===== src/rtl/lighting_engine_params.svh =====
// offsets, field positions, reset values and timing counts of the control block
`ifndef LIGHTING_ENGINE_PARAMS_SVH
`define LIGHTING_ENGINE_PARAMS_SVH
`define DEV_ADDR 7'h33
`define ADDR_CTRL1 8'h00
`define ADDR_CTRL2 8'h01
`define ADDR_PC_A 8'h37
`define ADDR_PC_B 8'h38
`define ADDR_STATUS 8'h3a
`define ADDR_PROG_BASE 8'h50
`define CHIP_EN_BIT 6
`define FIELD_A_LSB 4
`define FIELD_B_LSB 2
`define CTRL_RESET 8'h00
`define PC_RESET 7'h00
`define PC_LAST 7'h7f
`define CLK_PERIOD_NS 40
`define STARTUP_TIME_NS 2000
`define STARTUP_CYC ((`STARTUP_TIME_NS + `CLK_PERIOD_NS - 1) / `CLK_PERIOD_NS)
`endif


===== src/rtl/lighting_engine_pkg.sv =====
// types shared by the lighting engine control block
package lighting_engine_pkg;
  typedef enum logic [1:0] {
    RUN_HOLD = 2'b00,
    RUN_STEP = 2'b01,
    RUN_FREE = 2'b10,
    RUN_ONCE = 2'b11
  } run_field_t;
  typedef enum logic [1:0] {
    OP_DISABLED = 2'b00,
    OP_LOAD = 2'b01,
    OP_RUN = 2'b10,
    OP_HALT = 2'b11
  } op_state_t;
  typedef enum logic [1:0] {
    BUS_IDLE = 2'b00,
    BUS_RECV = 2'b01,
    BUS_SEND = 2'b10
  } bus_state_t;
  typedef struct packed {
    logic go;
    logic abort;
    logic [6:0] pc;
  } engine_cmd_t;
  typedef struct packed {
    logic valid;
    logic [7:0] addr;
    logic [7:0] data;
  } prog_wr_t;
endpackage


===== src/rtl/lighting_engine_exec_control.sv =====
// enable, execution and mode control of two lighting sequence engines behind a serial slave
`timescale 1ns/1ns
`include "lighting_engine_params.svh"
module lighting_engine_exec_control (
  // clock and reset
  input wire logic clk,
  input wire logic rst_n,
  // serial bus pins
  input wire logic scl_in,
  input wire logic sda_in,
  output logic sda_out,
  output logic sda_oe,
  // engine core
  input wire logic [1:0] instr_done,
  input wire logic engine_busy,
  output lighting_engine_pkg::engine_cmd_t [1:0] seq_cmd,
  output lighting_engine_pkg::prog_wr_t prog_wr,
  // device state
  output logic normal_mode
);
  lighting_engine_pkg::bus_state_t bus_reg;
  logic scl_reg, sda_reg, ack_reg, rw_reg, wr_pulse;
  logic [3:0] bit_reg;
  logic [7:0] shift_reg, reg_addr_reg, rdata;
  logic [1:0] byte_reg;
  logic chip_en_reg;
  logic [1:0] run_reg [2];
  logic [1:0] op_reg [2];
  logic [6:0] pc_reg [2];
  logic [1:0] busy_run_reg, adv_reg, go_reg, abort_reg;
  logic [15:0] start_reg;
  logic any_load;
  logic scl_rise, scl_fall, start_cond, stop_cond;
  logic [7:0] wr_addr, wr_data;

  assign sda_out = 1'b0;
  assign scl_rise = scl_in & ~scl_reg;
  assign scl_fall = ~scl_in & scl_reg;
  assign start_cond = scl_in & scl_reg & sda_reg & ~sda_in;
  assign stop_cond = scl_in & scl_reg & ~sda_reg & sda_in;
  assign wr_addr = reg_addr_reg;
  assign wr_data = shift_reg;
  assign any_load = (op_reg[0] == lighting_engine_pkg::OP_LOAD) | (op_reg[1] == lighting_engine_pkg::OP_LOAD);

  function automatic logic [6:0] pc_inc(input logic [6:0] pc);
    pc_inc = (pc == `PC_LAST) ? `PC_RESET : pc + 7'h01;
  endfunction

  always_ff @(posedge clk or negedge rst_n) begin
    if (!rst_n) begin
      scl_reg <= 1'b1;
      sda_reg <= 1'b1;
    end else begin
      scl_reg <= scl_in;
      sda_reg <= sda_in;
    end
  end

  // serial slave: address, register byte, data bytes with auto increment
  always_ff @(posedge clk or negedge rst_n) begin
    if (!rst_n) begin
      bus_reg <= lighting_engine_pkg::BUS_IDLE;
      bit_reg <= 4'h0;
      shift_reg <= 8'h00;
      byte_reg <= 2'h0;
      reg_addr_reg <= 8'h00;
      ack_reg <= 1'b0;
      rw_reg <= 1'b0;
      sda_oe <= 1'b0;
      wr_pulse <= 1'b0;
    end else begin
      wr_pulse <= 1'b0;
      if (stop_cond) begin
        bus_reg <= lighting_engine_pkg::BUS_IDLE;
        sda_oe <= 1'b0;
      end else if (start_cond) begin
        bus_reg <= lighting_engine_pkg::BUS_RECV;
        bit_reg <= 4'h0;
        byte_reg <= 2'h0;
        ack_reg <= 1'b0;
        sda_oe <= 1'b0;
      end else begin
        case (bus_reg)
          lighting_engine_pkg::BUS_RECV: begin
            if (scl_rise && bit_reg < 4'h8) begin
              shift_reg <= {shift_reg[6:0], sda_in};
              bit_reg <= bit_reg + 4'h1;
            end else if (scl_fall && bit_reg == 4'h8 && !ack_reg) begin
              ack_reg <= 1'b1;
              sda_oe <= 1'b1;
              if (byte_reg == 2'h0) begin
                rw_reg <= shift_reg[0];
                if (shift_reg[7:1] != `DEV_ADDR) begin
                  bus_reg <= lighting_engine_pkg::BUS_IDLE;
                  sda_oe <= 1'b0;
                end
              end else if (byte_reg == 2'h1) begin
                reg_addr_reg <= shift_reg;
              end else begin
                wr_pulse <= 1'b1;
              end
              if (byte_reg != 2'h3) begin
                byte_reg <= byte_reg + 2'h1;
              end
            end else if (scl_fall && ack_reg) begin
              ack_reg <= 1'b0;
              if (rw_reg) begin
                bus_reg <= lighting_engine_pkg::BUS_SEND;
                sda_oe <= ~rdata[7];
                shift_reg <= {rdata[6:0], 1'b0};
                bit_reg <= 4'h1;
              end else begin
                sda_oe <= 1'b0;
                bit_reg <= 4'h0;
              end
            end
            if (wr_pulse) begin
              reg_addr_reg <= reg_addr_reg + 8'h01;
            end
          end
          lighting_engine_pkg::BUS_SEND: begin
            if (scl_fall && bit_reg < 4'h8) begin
              sda_oe <= ~shift_reg[7];
              shift_reg <= {shift_reg[6:0], 1'b0};
              bit_reg <= bit_reg + 4'h1;
            end else if (scl_fall && bit_reg == 4'h8) begin
              sda_oe <= 1'b0;
              bit_reg <= 4'h9;
            end else if (scl_rise && bit_reg == 4'h9) begin
              bit_reg <= 4'h0;
              shift_reg <= rdata;
              if (sda_in) begin
                bus_reg <= lighting_engine_pkg::BUS_IDLE;
              end
            end
          end
          default: begin
            sda_oe <= 1'b0;
          end
        endcase
      end
    end
  end

  // read data; no auto increment on reads
  always_comb begin
    rdata = 8'h00;
    case (reg_addr_reg)
      `ADDR_CTRL1: rdata = {1'b0, chip_en_reg, run_reg[0], run_reg[1], 2'b00};
      `ADDR_CTRL2: rdata = {2'b00, op_reg[0], op_reg[1], 2'b00};
      `ADDR_PC_A: rdata = (run_reg[0] == lighting_engine_pkg::RUN_HOLD) ? {1'b0, pc_reg[0]} : 8'h00;
      `ADDR_PC_B: rdata = (run_reg[1] == lighting_engine_pkg::RUN_HOLD) ? {1'b0, pc_reg[1]} : 8'h00;
      `ADDR_STATUS: rdata = {7'h00, engine_busy};
      default: rdata = 8'h00;
    endcase
  end

  // enable bit and power-up sequence
  always_ff @(posedge clk or negedge rst_n) begin
    if (!rst_n) begin
      chip_en_reg <= 1'b0;
      start_reg <= 16'h0000;
      normal_mode <= 1'b0;
    end else begin
      if (wr_pulse && wr_addr == `ADDR_CTRL1) begin
        chip_en_reg <= wr_data[`CHIP_EN_BIT];
      end
      if (!chip_en_reg) begin
        start_reg <= 16'h0000;
        normal_mode <= 1'b0;
      end else if (start_reg == 16'(`STARTUP_CYC - 1)) begin
        normal_mode <= 1'b1;
      end else begin
        start_reg <= start_reg + 16'h0001;
      end
    end
  end

  // per-engine fields, counters and instruction issue
  always_ff @(posedge clk or negedge rst_n) begin
    if (!rst_n) begin
      for (int e = 0; e < 2; e++) begin
        run_reg[e] <= 2'(`CTRL_RESET);
        op_reg[e] <= 2'(`CTRL_RESET);
        pc_reg[e] <= `PC_RESET;
      end
      busy_run_reg <= 2'b00;
      adv_reg <= 2'b00;
      go_reg <= 2'b00;
      abort_reg <= 2'b00;
    end else begin
      for (int e = 0; e < 2; e++) begin
        automatic int lsb = (e == 0) ? `FIELD_A_LSB : `FIELD_B_LSB;
        automatic logic [7:0] pc_addr = (e == 0) ? `ADDR_PC_A : `ADDR_PC_B;
        automatic logic done = instr_done[e] & busy_run_reg[e];
        automatic logic [1:0] new_op = wr_data[lsb+:2];
        automatic logic op_wr = wr_pulse && wr_addr == `ADDR_CTRL2;
        automatic logic load_ok = op_wr && new_op == lighting_engine_pkg::OP_LOAD
          && op_reg[e] == lighting_engine_pkg::OP_DISABLED;
        automatic logic stop_now = busy_run_reg[e] && (op_reg[e] != lighting_engine_pkg::OP_RUN || !normal_mode);
        go_reg[e] <= 1'b0;
        abort_reg[e] <= 1'b0;
        if (wr_pulse && wr_addr == `ADDR_CTRL1) begin
          run_reg[e] <= wr_data[lsb+:2];
        end else if (done && run_reg[e] inside {lighting_engine_pkg::RUN_STEP, lighting_engine_pkg::RUN_ONCE}) begin
          run_reg[e] <= lighting_engine_pkg::RUN_HOLD;
        end
        if (op_wr && (new_op != lighting_engine_pkg::OP_LOAD || load_ok)) begin
          op_reg[e] <= new_op;
        end
        if (load_ok) begin
          pc_reg[e] <= `PC_RESET;
        end else if (wr_pulse && wr_addr == pc_addr && run_reg[e] == lighting_engine_pkg::RUN_HOLD) begin
          pc_reg[e] <= wr_data[6:0];
        end else if (done && adv_reg[e]) begin
          pc_reg[e] <= pc_inc(pc_reg[e]);
        end
        if (stop_now) begin
          busy_run_reg[e] <= 1'b0;
          abort_reg[e] <= 1'b1;
        end else if (done) begin
          busy_run_reg[e] <= 1'b0;
        end else if (!busy_run_reg[e] && normal_mode && !any_load && op_reg[e] == lighting_engine_pkg::OP_RUN
          && run_reg[e] != lighting_engine_pkg::RUN_HOLD) begin
          busy_run_reg[e] <= 1'b1;
          go_reg[e] <= 1'b1;
          adv_reg[e] <= run_reg[e] != lighting_engine_pkg::RUN_ONCE;
        end
      end
    end
  end

  always_comb begin
    for (int e = 0; e < 2; e++) begin
      seq_cmd[e].go = go_reg[e];
      seq_cmd[e].abort = abort_reg[e];
      seq_cmd[e].pc = pc_reg[e];
    end
  end

  // program memory writes gated by load mode and busy
  always_ff @(posedge clk or negedge rst_n) begin
    if (!rst_n) begin
      prog_wr <= '0;
    end else begin
      prog_wr.valid <= wr_pulse && wr_addr >= `ADDR_PROG_BASE && any_load && !engine_busy;
      prog_wr.addr <= wr_addr - `ADDR_PROG_BASE;
      prog_wr.data <= wr_data;
    end
  end

  function automatic logic stop_now_a();
    stop_now_a = op_reg[0] != 2'b10 || !normal_mode;
  endfunction

  standby_a: assert property (@(posedge clk) disable iff (!rst_n) !chip_en_reg |=> !normal_mode)
    else $error("normal mode while disabled");
  pc_refused_a: assert property (@(posedge clk) disable iff (!rst_n)
    wr_pulse && wr_addr == `ADDR_PC_A && run_reg[0] != 2'b00 && !instr_done[0] |=> $stable(pc_reg[0]))
    else $error("counter written outside hold");
  step_clear_a: assert property (@(posedge clk) disable iff (!rst_n)
    busy_run_reg[0] && instr_done[0] && !stop_now_a() && run_reg[0] == 2'b01 && !wr_pulse
    |=> run_reg[0] == 2'b00 && pc_reg[0] == pc_inc($past(pc_reg[0])))
    else $error("step did not clear or advance");
  once_keep_a: assert property (@(posedge clk) disable iff (!rst_n)
    busy_run_reg[0] && instr_done[0] && !stop_now_a() && adv_reg[0] == 1'b0 && !wr_pulse |=> $stable(pc_reg[0]))
    else $error("execute once moved counter");
  load_clear_a: assert property (@(posedge clk) disable iff (!rst_n)
    wr_pulse && wr_addr == `ADDR_CTRL2 && wr_data[5:4] == 2'b01 && op_reg[0] == 2'b00
    |=> op_reg[0] == 2'b01 && pc_reg[0] == 7'h00)
    else $error("load entry did not clear counter");
  no_run_load_a: assert property (@(posedge clk) disable iff (!rst_n)
    wr_pulse && wr_addr == `ADDR_CTRL2 && wr_data[5:4] == 2'b01 && op_reg[0] == 2'b10 |=> op_reg[0] == 2'b10)
    else $error("run to load accepted");
  load_hold_a: assert property (@(posedge clk) disable iff (!rst_n) any_load |=> go_reg == 2'b00)
    else $error("engine issued during load");
  halt_abort_a: assert property (@(posedge clk) disable iff (!rst_n)
    busy_run_reg[1] && op_reg[1] == 2'b11 |=> abort_reg[1] && !busy_run_reg[1])
    else $error("halt did not abort");
  prog_gate_a: assert property (@(posedge clk) disable iff (!rst_n)
    prog_wr.valid |-> $past(any_load) && !$past(engine_busy))
    else $error("program write not gated");
  startup_a: assert property (@(posedge clk) disable iff (!rst_n)
    $rose(chip_en_reg) |-> !normal_mode [*2])
    else $error("normal mode without power-up delay");
  startup_len_a: assert property (@(posedge clk) disable iff (!rst_n)
    $rose(normal_mode) |-> $past(chip_en_reg, `STARTUP_CYC))
    else $error("power-up sequence too short");

  free_run_c: cover property (@(posedge clk) disable iff (!rst_n) go_reg[0] && run_reg[0] == 2'b10);
  step_c: cover property (@(posedge clk) disable iff (!rst_n) go_reg[1] && run_reg[1] == 2'b01);
  prog_wr_c: cover property (@(posedge clk) disable iff (!rst_n) prog_wr.valid);
endmodule


===== config.mk =====
export PLATFORM = sky130hd
export DESIGN_NAME = lighting_engine_exec_control
export DESIGN_NICKNAME = d
export VERILOG_FILES = /design/src/rtl/lighting_engine_pkg.sv /design/src/rtl/lighting_engine_exec_control.sv
export VERILOG_INCLUDE_DIRS = /design/src /design/src/rtl
export SDC_FILE = /design/constraint.sdc
export NUM_CORES = 1
export LEC_CHECK = 0
export ABC_AREA = 1
export BUFFER_PORTS_ARGS = -buffer_cell sky130_fd_sc_hd__buf_4
export CAP_MARGIN = 15
export CORE_ASPECT_RATIO = 1.4
export CORE_MARGIN = 2
export CORE_UTILIZATION = 55
export DETAILED_ROUTE_END_ITERATION = 10
export PLACE_DENSITY = 0.85
export SLEW_MARGIN = 20
export SYNTH_ARGS = -nofsm -noshare
export SYNTH_HDL_FRONTEND = slang
export SYNTH_SLANG_ARGS = --single-unit

===== constraint.sdc =====
create_clock -name clk -period 1.9 [get_ports clk]
set_input_delay 0.095 -clock clk [delete_from_list [all_inputs] [get_ports clk]]
set_output_delay 0.095 -clock clk [all_outputs]
set_load 0.02 [all_outputs]

==> metrics.md <==
| Metric | Value |
|---|---|
| Status | `finished clean` |
| CTS tree | `yes` |
| Starting Density | `57.1%` |
| Core Area | `roughly 9500 um^2` |
| Port Buffers | `43` |
| CTS max path bufs | `2` |
| Endpoint class of the critical path | `register` |
| Fin crit share | `a little over nine tenths` |
| Ant diodes | `0` |
| Mapped Area | `about 5400 um^2` |
| Reg-to-reg slack, setup | `slightly below 0.07 ns` |
| Leading cell types by total area after synthesis | `dfrtp_1 43%, nand2_1 12%, inv_1 5.9%` |
| Cell family with the largest share of critical-path delay | `simple AND/OR/NAND/NOR gates` |
| VDD IR max | `just over 0.7 mV` |
| DIE WIDTH | `a little under 90 um` |
| Die height | `approximately 120 um` |
| Netlist cell types | `between 40 and 50` |
| Largest register FFs | `17` |
| Post-synthesis instance total | `703` |
| Synth top area share | `between 40% and 50%` |
| Buf/Inv on CP | `2` |
| H-tree depth | `3` |
| Routed Antenna Nets | `0` |
| Final setup viols | `0` |
| Syn Area/Cell | `7.73 um^2` |
| WP data required | `~2.1 ns` |
| Most used flip-flop cell after synthesis | `dfrtp_1` |
| Fin. max-slew vios | `0` |
| Dpl cells | `just under 900` |
| CP Launch Type | `register` |
| Nets | `799` |
| Crit Path Max Fanout | `7` |
| EDFF count, synth | `0` |
| #FFs+latches synth | `95` |
| Worst-Margin Slew | `approximately 0.55 ns` |
| Final Hold Fails | `0` |
| Global route total overflow | `0` |
| Max Fclk | `approximately 0.55 GHz` |
| Share of the yosys chip area belonging to registers | `43.8%` |
| Die area | `roughly 11,000 um^2` |
| Critical path type | `register to register` |
| Max-slew headroom | `between 60 and 70%` |
| Syn_nets | `729` |
| Static Leak | `roughly 0.0031 uW` |
| FFs w/ async S/R, synth | `between 90% and 100%` |
| Synth warn | `0` |
| Min Tclk post-route | `around 1.8 ns` |
| I/O pin cnt | `45` |
| Maxcap violations | `0` |
| Unrepaired setup endpoints after global routing | `yes` |
| Vias in the first global route | `between 5,000 and 6,000` |
| Cell with the most instances after synthesis | `nand2_1` |
| Initial antenna violation count | `0` |
| Final cell count without fillers | `just over 900` |
| Area grow syn2layout | `17.7%` |
| Via density | `5.61` |
| DRT Pass-1 Iters | `7` |
| Hold/Removal Path Class | `primary input to register` |
| Crit path DAT | `between 2 and 2.5 ns` |
| Sink Count | `95` |
| Wl on met1 | `roughly 5.4 mm` |
| Remaining DRCs | `0` |
| Fill cell count | `roughly 800` |
| CTS clk-pin slew, worst paths | `~0.07 ns` |
| Total GRT Usage | `27.6%` |
| Final GP Congestion | `roughly 0.98` |
| Final HPWL DP | `10.7 mm` |
| Final Skew | `between 0.006 and 0.007 ns` |
| Most frequent cells after synthesis | `169 x nand2_1, 93 x dfrtp_1, 85 x inv_1` |
| Root Driver | `clkbuf_16` |
| Total vias in the final route | `around 5,000` |
| Clock latency on the worst-skew pair | `0.35 ns` |
| FP Rows | `42` |
| PwrDens | `roughly 930 nW/um^2` |
| Metal3 WL | `just under 800 um` |
| Max Used Layer | `met4` |
| Fraction of layout cells with a size suffix above 1 | `roughly 17%` |
| Largest net degree at the start of global routing | `43` |
| Critical path, cell by cell | `inv_2, ha_1, nor3b_4, nand2_2, nor2_4, nand4_4, buf_4, nand4_1, o21ai_1` |
| DR iter-0 viols | `300` |
| Routed WL per cell | `about 16 um` |
| CP peak stage delay | `between 0.4 and 0.5 ns` |
| Synth area leader | `dfrtp_1` |
| CP max stage cell | `dfrtp_2` |
| Metal2 WL | `between 7 and 8 mm` |
| CTS buffer count | `9` |
| Routed WL | `14.2 mm` |
| Power after layout | `about 6000 uW` |
| First-pass GRT wire length | `22.9 mm` |
[kinds of logic (layout without fill, tap and decap cells)]
group           count (synthesis)  count (layout)  synth area share, %
other cells                     1               1               0.0690
compound gates                107             107                 10.8
simple gates                  360             361                 30.7
flops                          95              95                 43.8
xor+xnor                       12              12                 1.93
mux                             2               2                0.369
fa+ha+maj                      19              19                 4.38
buf+inv                       107             181                 7.99
[per-layer routing]
metal	track usage, %	up-vias
met5	0	-
met4	14.4	0
met3	4.81	51
met2	47.7	199
met1	32.1	2414
li1	-	2443
[power breakdown]
group          leakage, uW  internal (uW)  switching (uW)  total, uW
combinational      0.00179            606            1170       1770
clock             0.000132            909             822       1730
sequential         0.00123           2250             216       2470
[through the flow]
| step | setup TNS [ns] | setup WS, ns | utilization (%) | hold WS [ns] | instance area [um^2] |
|---|---|---|---|---|---|
| floorplan | 0 | 0.171 | - | -0.201 | 5430 |
| global placement | 0 | 0.0511 | 63.2 | 0.117 | 6010 |
| detailed placement | 0 | 0.0108 | 63.2 | 0.125 | 6010 |
| CTS | 0 | 0.0176 | 66.5 | 0.0298 | 6330 |
| global route | -0.0251 | -0.00778 | 67.2 | 0.0684 | 6390 |
| finish | 0 | 0.0690 | 67.2 | 0.0333 | 6390 |
[worst paths after layout]
check	to	start	cells past startpoint
min in group asynchronous	start_reg[3]	rst_n	2
max in group asynchronous	sda_reg	rst_n	3
hold reg to reg	prog_wr[3]	shift_reg[3]	0
setup / recovery	seq_cmd[6]	reg_addr_reg[1]	9
setup reg to reg	seq_cmd[6]	reg_addr_reg[1]	9
hold / removal	prog_wr[16]	engine_busy	4
[worst min-delay path: stages]
cell	delay (ns)
buf_4	0.10
nor3_1	0.04
nand2_1	0.06
a31oi_1	0.05
[placed cells by master (no fill, tap or decap), types with 5 or more instances in the layout]
cell type and count:
buf_4 63, nand2_2 5, o21ai_1 18, nand4_1 19, a21oi_1 23, ha_1 17
nor3_1 16, o21ai_0 42, clkbuf_16 9, nand3_1 54, dfrtp_1 90, o22ai_1 12
xor2_1 11, inv_2 14, inv_1 81, nor2_1 73, nand2_1 166
[cell type report]
class | instances | area [um^2] | share of cell area, %
inverter | 98 | 373 | 5.83
multi-input combinational | 502 | 2670 | 41.7
tap | 132 | 165 | 2.58
sequential | 95 | 2380 | 37.3
clock inverter | 6 | 52.6 | 0.822
timing repair buffer | 67 | 523 | 8.18
clock buffer | 10 | 229 | 3.58
[what timing repair did]
item                                    in CTS  in global routing
endpoints found under the setup margin       1                 34
pin swaps                                    0                  2
setup buffers                                1                  1
gates resized for setup                      0                 19
hold buffers                                 3                  0
endpoints found under the hold margin       41                  0
gates cloned                                 0                  1
No activity file was read; power rests on OpenSTA's default activity.
